$ cat config.mk
export PLATFORM = sky130hd
export DESIGN_NAME = gpio_port
export DESIGN_NICKNAME = d
export VERILOG_FILES = /design/src/verilog/gpio_pkg.sv /design/src/verilog/gpio_pin_mux.sv /design/src/verilog/gpio_change_detect.sv /design/src/verilog/gpio_port.sv
export SDC_FILE = /design/constraint.sdc
export NUM_CORES = 1
export LEC_CHECK = 0
export BUFFER_PORTS_ARGS = -buffer_cell sky130_fd_sc_hd__buf_4
export CORE_UTILIZATION = 45
export CTS_CLUSTER_SIZE = 25
export DETAILED_ROUTE_END_ITERATION = 16
export PLACE_DENSITY = 0.72
export SLEW_MARGIN = 20
export SYNTH_ARGS = -nofsm -noshare
export SYNTH_HDL_FRONTEND = slang
export SYNTH_SLANG_ARGS = --single-unit
$ cat constraint.sdc
create_clock -name CLK -period 1.98 [get_ports CLK]
set_input_delay 0.495 -clock CLK [delete_from_list [all_inputs] [get_ports CLK]]
set_output_delay 0.495 -clock CLK [all_outputs]
set_load 0.03 [all_outputs]
$ cat src/verilog/gpio_pkg.sv
/*
 * Constants, register map and carrier types of the general-purpose I/O port
 * with change notification.
 * Assumes a 32-bit APB master and a 20 MHz system clock with async reset.
 */
// Behaviour
// - Each pin has a direction bit choosing input or driving its latch value.
// - Port register reads sampled pin levels; writes to it update the output latch.
// - Latch register reads stored latch; writes change levels on output-direction pins.
// - Read-modify-write of the latch uses stored latch bits, never pin levels.
// - An enabled sharing peripheral takes control of its pin from the port.
// - Up to 24 change inputs, each enabled separately; a change raises an interrupt.
// - A level changed in sleep with clocks stopped is flagged and interrupts once the clock restarts.
// - Every change input has its own weak pull-up on/off control.
package gpio_pkg;

    localparam int PORT_W = 16;
    localparam int CN_W = 24;
    localparam int ADDR_W = 8;
    localparam int DATA_W = 32;

    // Register byte offsets
    localparam logic [ADDR_W-1:0] OFF_DIR = 8'h00;
    localparam logic [ADDR_W-1:0] OFF_PORT = 8'h04;
    localparam logic [ADDR_W-1:0] OFF_LAT = 8'h08;
    localparam logic [ADDR_W-1:0] OFF_CN_EN = 8'h0c;
    localparam logic [ADDR_W-1:0] OFF_PULLUP = 8'h10;
    localparam logic [ADDR_W-1:0] OFF_CN_PEND = 8'h14;
    localparam logic [ADDR_W-1:0] OFF_IRQ_STAT = 8'h18;
    localparam logic [ADDR_W-1:0] OFF_IRQ_MASK = 8'h1c;

    // Interrupt status and mask layout
    localparam int IRQ_W = 2;
    localparam int IRQ_CN_BIT = 0;
    localparam int IRQ_BUSERR_BIT = 1;

    // Reset values
    localparam logic [PORT_W-1:0] DIR_RST = 16'hffff;
    localparam logic [PORT_W-1:0] LAT_RST = 16'h0000;
    localparam logic [CN_W-1:0] CN_EN_RST = 24'h000000;
    localparam logic [CN_W-1:0] PULLUP_RST = 24'h000000;
    localparam logic [IRQ_W-1:0] IRQ_RST = 2'h0;

    // APB request as seen by the slave
    typedef struct packed {
        logic sel;
        logic enable;
        logic write;
        logic [ADDR_W-1:0] addr;
        logic [DATA_W-1:0] wdata;
    } apb_req_s;

    // Drive level and enable of every port pin
    typedef struct packed {
        logic [PORT_W-1:0] out;
        logic [PORT_W-1:0] oe;
    } pin_drive_s;

    typedef enum logic {BUS_IDLE, BUS_ANSWER} bus_e;

    // Address decode used for every register
    function automatic logic reg_hit(input logic [ADDR_W-1:0] addr, input logic [ADDR_W-1:0] off);
        return addr == off;
    endfunction : reg_hit

endpackage : gpio_pkg

$ cat src/verilog/gpio_pin_mux.sv
/*
 * Per-pin drive selection between the port latch and a sharing peripheral.
 * Purely combinational; the caller registers the result onto the pins.
 */
`timescale 1ns/100ps
module gpio_pin_mux #(
    parameter int WIDTH = 16
) (
    input wire logic [WIDTH-1:0] dir_in,
    input wire logic [WIDTH-1:0] latch,
    input wire logic [WIDTH-1:0] periph_en,
    input wire logic [WIDTH-1:0] periph_out,
    input wire logic [WIDTH-1:0] periph_oe,
    output logic [WIDTH-1:0] drive_out,
    output logic [WIDTH-1:0] drive_oe
);

    // Peripheral owns an enabled pin, otherwise direction bit gates the latch
    always_comb begin
        for (int i = 0; i < WIDTH; i++) begin
            if (periph_en[i]) begin
                drive_out[i] = periph_out[i];
                drive_oe[i] = periph_oe[i];
            end else begin
                drive_out[i] = latch[i];
                drive_oe[i] = ~dir_in[i];
            end
        end
    end

endmodule : gpio_pin_mux

$ cat src/verilog/gpio_change_detect.sv
/*
 * Change-notification detector: per-input capture, compare and sticky flags.
 * Assumes inputs synchronous to clk; clears are one-cycle write-one masks.
 */
`timescale 1ns/100ps
module gpio_change_detect #(
    parameter int WIDTH = 24
) (
    input wire logic clk,
    input wire logic arst_n,
    input wire logic [WIDTH-1:0] cn_in,
    input wire logic [WIDTH-1:0] cn_en,
    input wire logic [WIDTH-1:0] clr,
    output logic [WIDTH-1:0] pend,
    output logic event_pulse
);

    logic [WIDTH-1:0] cap_r;
    logic [WIDTH-1:0] cap_nxt;
    logic [WIDTH-1:0] pend_r;
    logic [WIDTH-1:0] pend_nxt;
    logic evt_r;
    logic evt_nxt;
    logic [WIDTH-1:0] change;

    // Compare with the last captured level; set beats clear
    always_comb begin
        change = cn_en & (cn_in ^ cap_r);
        cap_nxt = cn_in; // level held while clock is stopped
        pend_nxt = (pend_r & ~clr) | change;
        evt_nxt = |change;
    end

    // State registers
    always_ff @(posedge clk or negedge arst_n) begin
        if (!arst_n) begin
            cap_r <= '0;
            pend_r <= '0;
            evt_r <= 1'b0;
        end else begin
            cap_r <= cap_nxt;
            pend_r <= pend_nxt;
            evt_r <= evt_nxt;
        end
    end

    assign pend = pend_r;
    assign event_pulse = evt_r;
endmodule : gpio_change_detect

$ cat src/verilog/gpio_port.sv
/*
 * General-purpose I/O port with change notification, APB register slave and
 * one level interrupt.
 * Assumes an APB master, pins and peripheral signals synchronous to CLK.
 */
// The address map and the APB slave port were chosen for this implementation.
`timescale 1ns/100ps
module gpio_port (
    input wire logic CLK,
    input wire logic ARST_N,
    input wire logic PSEL,
    input wire logic PENABLE,
    input wire logic PWRITE,
    input wire logic [gpio_pkg::ADDR_W-1:0] PADDR,
    input wire logic [gpio_pkg::DATA_W-1:0] PWDATA,
    output logic [gpio_pkg::DATA_W-1:0] PRDATA,
    output logic PREADY,
    output logic PSLVERR,
    input wire logic [gpio_pkg::PORT_W-1:0] PIN_IN,
    output logic [gpio_pkg::PORT_W-1:0] PIN_OUT,
    output logic [gpio_pkg::PORT_W-1:0] PIN_OE,
    input wire logic [gpio_pkg::PORT_W-1:0] PERIPH_EN,
    input wire logic [gpio_pkg::PORT_W-1:0] PERIPH_OUT,
    input wire logic [gpio_pkg::PORT_W-1:0] PERIPH_OE,
    input wire logic [gpio_pkg::CN_W-1:0] CN_IN,
    output logic [gpio_pkg::CN_W-1:0] CN_PULLUP_EN,
    output logic IRQ
);

    gpio_pkg::apb_req_s req;
    gpio_pkg::bus_e state_r;
    gpio_pkg::bus_e state_nxt;
    gpio_pkg::pin_drive_s drive;

    logic [gpio_pkg::DATA_W-1:0] prdata_r;
    logic [gpio_pkg::DATA_W-1:0] prdata_nxt;
    logic pready_r;
    logic pready_nxt;
    logic pslverr_r;
    logic pslverr_nxt;

    logic [gpio_pkg::PORT_W-1:0] dir_r;
    logic [gpio_pkg::PORT_W-1:0] dir_nxt;
    logic [gpio_pkg::PORT_W-1:0] lat_r;
    logic [gpio_pkg::PORT_W-1:0] lat_nxt;
    logic [gpio_pkg::PORT_W-1:0] pin_smp_r;
    logic [gpio_pkg::CN_W-1:0] cn_en_r;
    logic [gpio_pkg::CN_W-1:0] cn_en_nxt;
    logic [gpio_pkg::CN_W-1:0] pull_r;
    logic [gpio_pkg::CN_W-1:0] pull_nxt;
    logic [gpio_pkg::IRQ_W-1:0] stat_r;
    logic [gpio_pkg::IRQ_W-1:0] stat_nxt;
    logic [gpio_pkg::IRQ_W-1:0] mask_r;
    logic [gpio_pkg::IRQ_W-1:0] mask_nxt;
    logic [gpio_pkg::IRQ_W-1:0] stat_set;
    logic [gpio_pkg::IRQ_W-1:0] stat_clr;
    logic irq_r;
    logic irq_nxt;
    logic [gpio_pkg::PORT_W-1:0] pin_out_r;
    logic [gpio_pkg::PORT_W-1:0] pin_oe_r;

    logic start;
    logic access;
    logic wr;
    logic mapped;
    logic [gpio_pkg::CN_W-1:0] cn_clr;
    logic [gpio_pkg::CN_W-1:0] cn_pend;
    logic cn_event;

    // Bundle the APB request
    assign req = '{sel: PSEL, enable: PENABLE, write: PWRITE, addr: PADDR, wdata: PWDATA};

    // Decode of the current address
    always_comb begin
        mapped = gpio_pkg::reg_hit(req.addr, gpio_pkg::OFF_DIR)
              || gpio_pkg::reg_hit(req.addr, gpio_pkg::OFF_PORT)
              || gpio_pkg::reg_hit(req.addr, gpio_pkg::OFF_LAT)
              || gpio_pkg::reg_hit(req.addr, gpio_pkg::OFF_CN_EN)
              || gpio_pkg::reg_hit(req.addr, gpio_pkg::OFF_PULLUP)
              || gpio_pkg::reg_hit(req.addr, gpio_pkg::OFF_CN_PEND)
              || gpio_pkg::reg_hit(req.addr, gpio_pkg::OFF_IRQ_STAT)
              || gpio_pkg::reg_hit(req.addr, gpio_pkg::OFF_IRQ_MASK);
    end

    // First access cycle starts an answer; completing edge commits the write
    assign start = req.sel && req.enable && (state_r == gpio_pkg::BUS_IDLE);
    assign access = req.sel && req.enable && pready_r;
    assign wr = access && req.write && mapped;

    // Bus answer: one wait state, read data and error registered
    always_comb begin
        state_nxt = state_r;
        prdata_nxt = '0;
        pslverr_nxt = 1'b0;
        case (state_r)
            gpio_pkg::BUS_IDLE: begin
                if (start) begin
                    state_nxt = gpio_pkg::BUS_ANSWER;
                    pslverr_nxt = !mapped;
                    if (!req.write) begin
                        if (gpio_pkg::reg_hit(req.addr, gpio_pkg::OFF_DIR)) begin
                            prdata_nxt = {16'h0000, dir_r};
                        end else if (gpio_pkg::reg_hit(req.addr, gpio_pkg::OFF_PORT)) begin
                            prdata_nxt = {16'h0000, pin_smp_r};
                        end else if (gpio_pkg::reg_hit(req.addr, gpio_pkg::OFF_LAT)) begin
                            prdata_nxt = {16'h0000, lat_r};
                        end else if (gpio_pkg::reg_hit(req.addr, gpio_pkg::OFF_CN_EN)) begin
                            prdata_nxt = {8'h00, cn_en_r};
                        end else if (gpio_pkg::reg_hit(req.addr, gpio_pkg::OFF_PULLUP)) begin
                            prdata_nxt = {8'h00, pull_r};
                        end else if (gpio_pkg::reg_hit(req.addr, gpio_pkg::OFF_CN_PEND)) begin
                            prdata_nxt = {8'h00, cn_pend};
                        end else if (gpio_pkg::reg_hit(req.addr, gpio_pkg::OFF_IRQ_STAT)) begin
                            prdata_nxt = {30'h0, stat_r};
                        end else if (gpio_pkg::reg_hit(req.addr, gpio_pkg::OFF_IRQ_MASK)) begin
                            prdata_nxt = {30'h0, mask_r};
                        end else begin
                            prdata_nxt = '0;
                        end
                    end
                end
            end
            gpio_pkg::BUS_ANSWER: begin
                state_nxt = gpio_pkg::BUS_IDLE;
            end
            default: begin
                state_nxt = gpio_pkg::BUS_IDLE;
            end
        endcase
        pready_nxt = (state_nxt == gpio_pkg::BUS_ANSWER);
    end

    // Bus registers
    always_ff @(posedge CLK or negedge ARST_N) begin
        if (!ARST_N) begin
            state_r <= gpio_pkg::BUS_IDLE;
            prdata_r <= '0;
            pready_r <= 1'b0;
            pslverr_r <= 1'b0;
        end else begin
            state_r <= state_nxt;
            prdata_r <= prdata_nxt;
            pready_r <= pready_nxt;
            pslverr_r <= pslverr_nxt;
        end
    end

    // Software registers; port and latch writes both land in the latch
    always_comb begin
        dir_nxt = dir_r;
        lat_nxt = lat_r;
        cn_en_nxt = cn_en_r;
        pull_nxt = pull_r;
        mask_nxt = mask_r;
        if (wr) begin
            if (gpio_pkg::reg_hit(req.addr, gpio_pkg::OFF_DIR)) begin
                dir_nxt = req.wdata[gpio_pkg::PORT_W-1:0];
            end
            if (gpio_pkg::reg_hit(req.addr, gpio_pkg::OFF_PORT)) begin
                lat_nxt = req.wdata[gpio_pkg::PORT_W-1:0];
            end
            if (gpio_pkg::reg_hit(req.addr, gpio_pkg::OFF_LAT)) begin
                lat_nxt = req.wdata[gpio_pkg::PORT_W-1:0];
            end
            if (gpio_pkg::reg_hit(req.addr, gpio_pkg::OFF_CN_EN)) begin
                cn_en_nxt = req.wdata[gpio_pkg::CN_W-1:0];
            end
            if (gpio_pkg::reg_hit(req.addr, gpio_pkg::OFF_PULLUP)) begin
                pull_nxt = req.wdata[gpio_pkg::CN_W-1:0];
            end
            if (gpio_pkg::reg_hit(req.addr, gpio_pkg::OFF_IRQ_MASK)) begin
                mask_nxt = req.wdata[gpio_pkg::IRQ_W-1:0];
            end
        end
    end

    // Write-one-to-clear masks for pending flags and status
    always_comb begin
        cn_clr = '0;
        stat_clr = '0;
        if (wr && gpio_pkg::reg_hit(req.addr, gpio_pkg::OFF_CN_PEND)) begin
            cn_clr = req.wdata[gpio_pkg::CN_W-1:0];
        end
        if (wr && gpio_pkg::reg_hit(req.addr, gpio_pkg::OFF_IRQ_STAT)) begin
            stat_clr = req.wdata[gpio_pkg::IRQ_W-1:0];
        end
    end

    // Sticky status: a new event wins over a clear in the same cycle
    always_comb begin
        stat_set = '0;
        stat_set[gpio_pkg::IRQ_CN_BIT] = cn_event;
        stat_set[gpio_pkg::IRQ_BUSERR_BIT] = access && !mapped;
        stat_nxt = (stat_r & ~stat_clr) | stat_set;
        irq_nxt = |(stat_r & mask_r);
    end

    // Register and status flops
    always_ff @(posedge CLK or negedge ARST_N) begin
        if (!ARST_N) begin
            dir_r <= gpio_pkg::DIR_RST;
            lat_r <= gpio_pkg::LAT_RST;
            cn_en_r <= gpio_pkg::CN_EN_RST;
            pull_r <= gpio_pkg::PULLUP_RST;
            mask_r <= gpio_pkg::IRQ_RST;
            stat_r <= gpio_pkg::IRQ_RST;
            irq_r <= 1'b0;
        end else begin
            dir_r <= dir_nxt;
            lat_r <= lat_nxt;
            cn_en_r <= cn_en_nxt;
            pull_r <= pull_nxt;
            mask_r <= mask_nxt;
            stat_r <= stat_nxt;
            irq_r <= irq_nxt;
        end
    end

    // Pin drive selection
    gpio_pin_mux #(
        .WIDTH(gpio_pkg::PORT_W)
    ) u_mux (
        .dir_in(dir_r),
        .latch(lat_r),
        .periph_en(PERIPH_EN),
        .periph_out(PERIPH_OUT),
        .periph_oe(PERIPH_OE),
        .drive_out(drive.out),
        .drive_oe(drive.oe)
    );

    // Change notification on the dedicated inputs
    gpio_change_detect #(
        .WIDTH(gpio_pkg::CN_W)
    ) u_cn (
        .clk(CLK),
        .arst_n(ARST_N),
        .cn_in(CN_IN),
        .cn_en(cn_en_r),
        .clr(cn_clr),
        .pend(cn_pend),
        .event_pulse(cn_event)
    );

    // Pin sampling and registered pin drive
    always_ff @(posedge CLK or negedge ARST_N) begin
        if (!ARST_N) begin
            pin_smp_r <= '0;
            pin_out_r <= '0;
            pin_oe_r <= '0;
        end else begin
            pin_smp_r <= PIN_IN;
            pin_out_r <= drive.out;
            pin_oe_r <= drive.oe;
        end
    end

    // Outputs
    assign PRDATA = prdata_r;
    assign PREADY = pready_r;
    assign PSLVERR = pslverr_r;
    assign PIN_OUT = pin_out_r;
    assign PIN_OE = pin_oe_r;
    assign CN_PULLUP_EN = pull_r;
    assign IRQ = irq_r;
endmodule : gpio_port

==> flow_summary_export.csv <==
group,metric,value,unit
run_status,status,"finished with violations",
run_status,violations,"negative setup slack",
floorplanning,ios,224,
global_routing,grt.total_usage,0.234,
global_routing,grt_overflow_total,0,
routing,avgViaCountPerCell,5.38,
global_routing,antenna_found_initial,0,
timing,hold_violations,0,
synthesis,synthTopCellsByArea,"dfrtp_1, mux2_2, dfstp_2",
timing,rsz0062_at_grt,"yes",
routing,drc,0,
routing,detail-route-antenna-nets,0,
synthesis,netlist_instances,664,
floorplanning,die_area,0.0197,mm^2
worst_setup_path,worstPathCellList,"buf_6, or4_4, or3_4, or3_4, buf_12, mux2_4",
worst_setup_path,crit_buf_inv,2,
finish,num-nets-final,1048,
floorplanning,rows,50,
clock_tree,clkTransAtPathRegs,60,ps
synthesis,yosysTopAreaCellShare,0.558,
finish,num_antenna_cells,0,
worst_setup_path,crit_path_max_fanout,6,
clock_tree,numCtsBuffers,23,
finish,stdcell_area,0.0119,mm^2
placement,post-place-cells,1113,
floorplanning,core_area,0.0187,mm^2
timing,timing.final.ws_setup,-79.2,ps
placement,place.gp.congestion,0.840,
worst_setup_path,arrival,2440,ps
synthesis,synth_cell_types,43,
synthesis,synth-seq-area-share,0.607,
floorplanning,initial_core_util,0.460,
clock_tree,cts_tree,"built",
clock_tree,cts_root_buffer,"clkbuf_16",
worst_setup_path,crit_path_top_delay_cell,"or4_4",
timing,fin_tns_setup,-3230,ps
routing,dr.first_iter.drc_count,293,
flow_run,cap_violations,0,
synthesis,ys_async_sr_fraction,1.00,
finish,final_cells,1166,
routing,dr.pass1.iters,4,
timing,final-max-slew-violation-count,0,
clock_tree,cts_max_level,1,
worst_setup_path,critPathCaptureType,"register",
synthesis,synth_edf_count,0,
min_path,hold_class,"in2reg",
power,total_power,9.40,mW
routing,wl,23000,um
global_routing,grt_max_degree,54,
timing,skew,12.5,ps
floorplanning,die_h,140,um
timing,setup_viol,64,
timing,period_needed,2060,ps
worst_setup_path,slowest_delay,550,ps
clock_tree,cts_num_sinks,208,
routing,dr_total_vias,6268,
global_routing,grt_pass1_wl,35600,um
global_routing,grt_pass1_vias,6571,
timing,period_share,1.04,
synthesis,synthFlopType,"dfrtp_1",
floorplanning,die_width,140,um
power,p_per_area,788,mW/mm^2
placement,port_buffers,207,
worst_setup_path,cp.required,2360,ps
timing,fmax,0.486,GHz
synthesis,yosysTopAreaCell,"dfrtp_1",
worst_setup_path,path_delay_family,"simple AND/OR/NAND/NOR gates",
synthesis,syn_area,0.00860,mm^2
placement,dpl.hpwl,15800,um
finish,final_common_cell,"buf_4",
synthesis,yosys_warnings,0,
synthesis,synth_seq_cells,208,
finish,mostFrequentLayoutCells,"buf_4, dfrtp_1, mux2_2",
worst_setup_path,crit_path_frequent_cell,"or3_4",
worst_setup_path,cp-start-kind,"input pin",
worst_setup_path,path_class,"in2reg",
placement,placed_area,0.0108,mm^2
finish,drive_gt1_frac,0.475,
clock_tree,clk-insertion-delay-late,500,ps
power,ir_worst_vdd,0.000705,V
synthesis,syn_area_per_cell,13.0,um^2
finish,areaGrowthSynthToFinish,38.5,%
routing,wl_per_cell,19.7,um
power,leakage,5.74,nW
clock_tree,cts_max_path_buffers,3,
## layer usage
layer  up-vias  share of wire  GRT usage
met5         -              0          0
met4         0          0.020     0.0654
li1       2864              -          -
met2       199           0.50      0.393
met1      3173           0.42      0.310
met3        32          0.058     0.0455
## flip-flops by register name, indices dropped and copies added, names as in the netlist, 16 cells and up
signal / cells
cn_en_r: 24
dir_r: 16
PIN_OE: 16
u_cn.pend: 24
PIN_OUT: 16
PRDATA: 24
lat_r: 16
u_cn.cap_r: 24
CN_PULLUP_EN: 24
pin_smp_r: 16
## metrics by stage
stage,worst slack (ps),util,hold WS (ps)
after global routing,-99.8,0.637,73.9
after detailed placement,-684,0.576,431
final,-79.2,0.637,92.3
after global placement,-660,0.576,417
after floorplan,-677,-,199
after CTS,-110,0.630,75.3
## Yosys cell counts (2+ instances only)
library cell / instances
or3_1: 4
a22oi_1: 20
dfrtp_1: 192
nand4_1: 4
nor3_1: 6
nand2_1: 43
dfstp_2: 16
buf_6: 4
nor3b_1: 2
nor4_1: 4
o211ai_1: 2
mux2_2: 96
or4_4: 2
nor3_2: 2
clkbuf_1: 19
mux2_4: 10
nor2_1: 40
buf_1: 4
o2bb2ai_1: 13
a22o_1: 25
xor2_1: 24
nand2b_1: 2
mux2i_1: 18
o21ai_0: 62
a21oi_1: 16
nand3_1: 5
buf_2: 5
buf_4: 9
## where the power goes
group | switching [mW] | internal, mW
combinational | 0.483 | 0.392
clock | 1.67 | 2.42
sequential | 0.0593 | 4.38
## what timing repair did
item / CTS / global route
setup endpoints to repair: 95 / 96
hold buffers: 1 / 0
pin swaps: 3 / 6
gates resized for setup: 45 / 39
buffers inserted: 5 / 2
gates cloned: 2 / 2
hold endpoints to repair: 38 / 0
## kinds of logic after synthesis
family / after synthesis / synth area share
flip-flops: 208 / 0.607
AO/OA/AOI/OAI: 143 / 0.108
multiplexers: 124 / 0.164
AND/OR/NAND/NOR: 120 / 0.0659
buffers and inverters: 43 / 0.0288
XOR/XNOR: 25 / 0.0255
other: 1 / 0.000436
## path summary, 6_finish.rpt
check	startpoint	end	slack, ps	cells past startpoint
max	PADDR[7]	CN_PULLUP_EN[12]	-80	6
max in group asynchronous	ARST_N	dir_r[14]	800	3
min in group asynchronous	ARST_N	u_cn.cap_r[1]	500	2
min reg2reg	u_cn.event_pulse	stat_r[0]	440	1
max reg2reg	PREADY	CN_PULLUP_EN[12]	-20	5
min	PIN_IN[5]	pin_smp_r[5]	90	1
## area by class of cell
| type | instances | area [um^2] |
|---|---|---|
| inverter | 1 | 3.75 |
| tap | 234 | 293 |
| sequential | 208 | 5230 |
| timing repair buffer | 261 | 2200 |
| multi-input combinational | 420 | 3470 |
| clock buffer | 38 | 702 |
| fill | 1409 | 6790 |
| clock inverter | 4 | 28.8 |
Power figures use the tool's default switching activity.
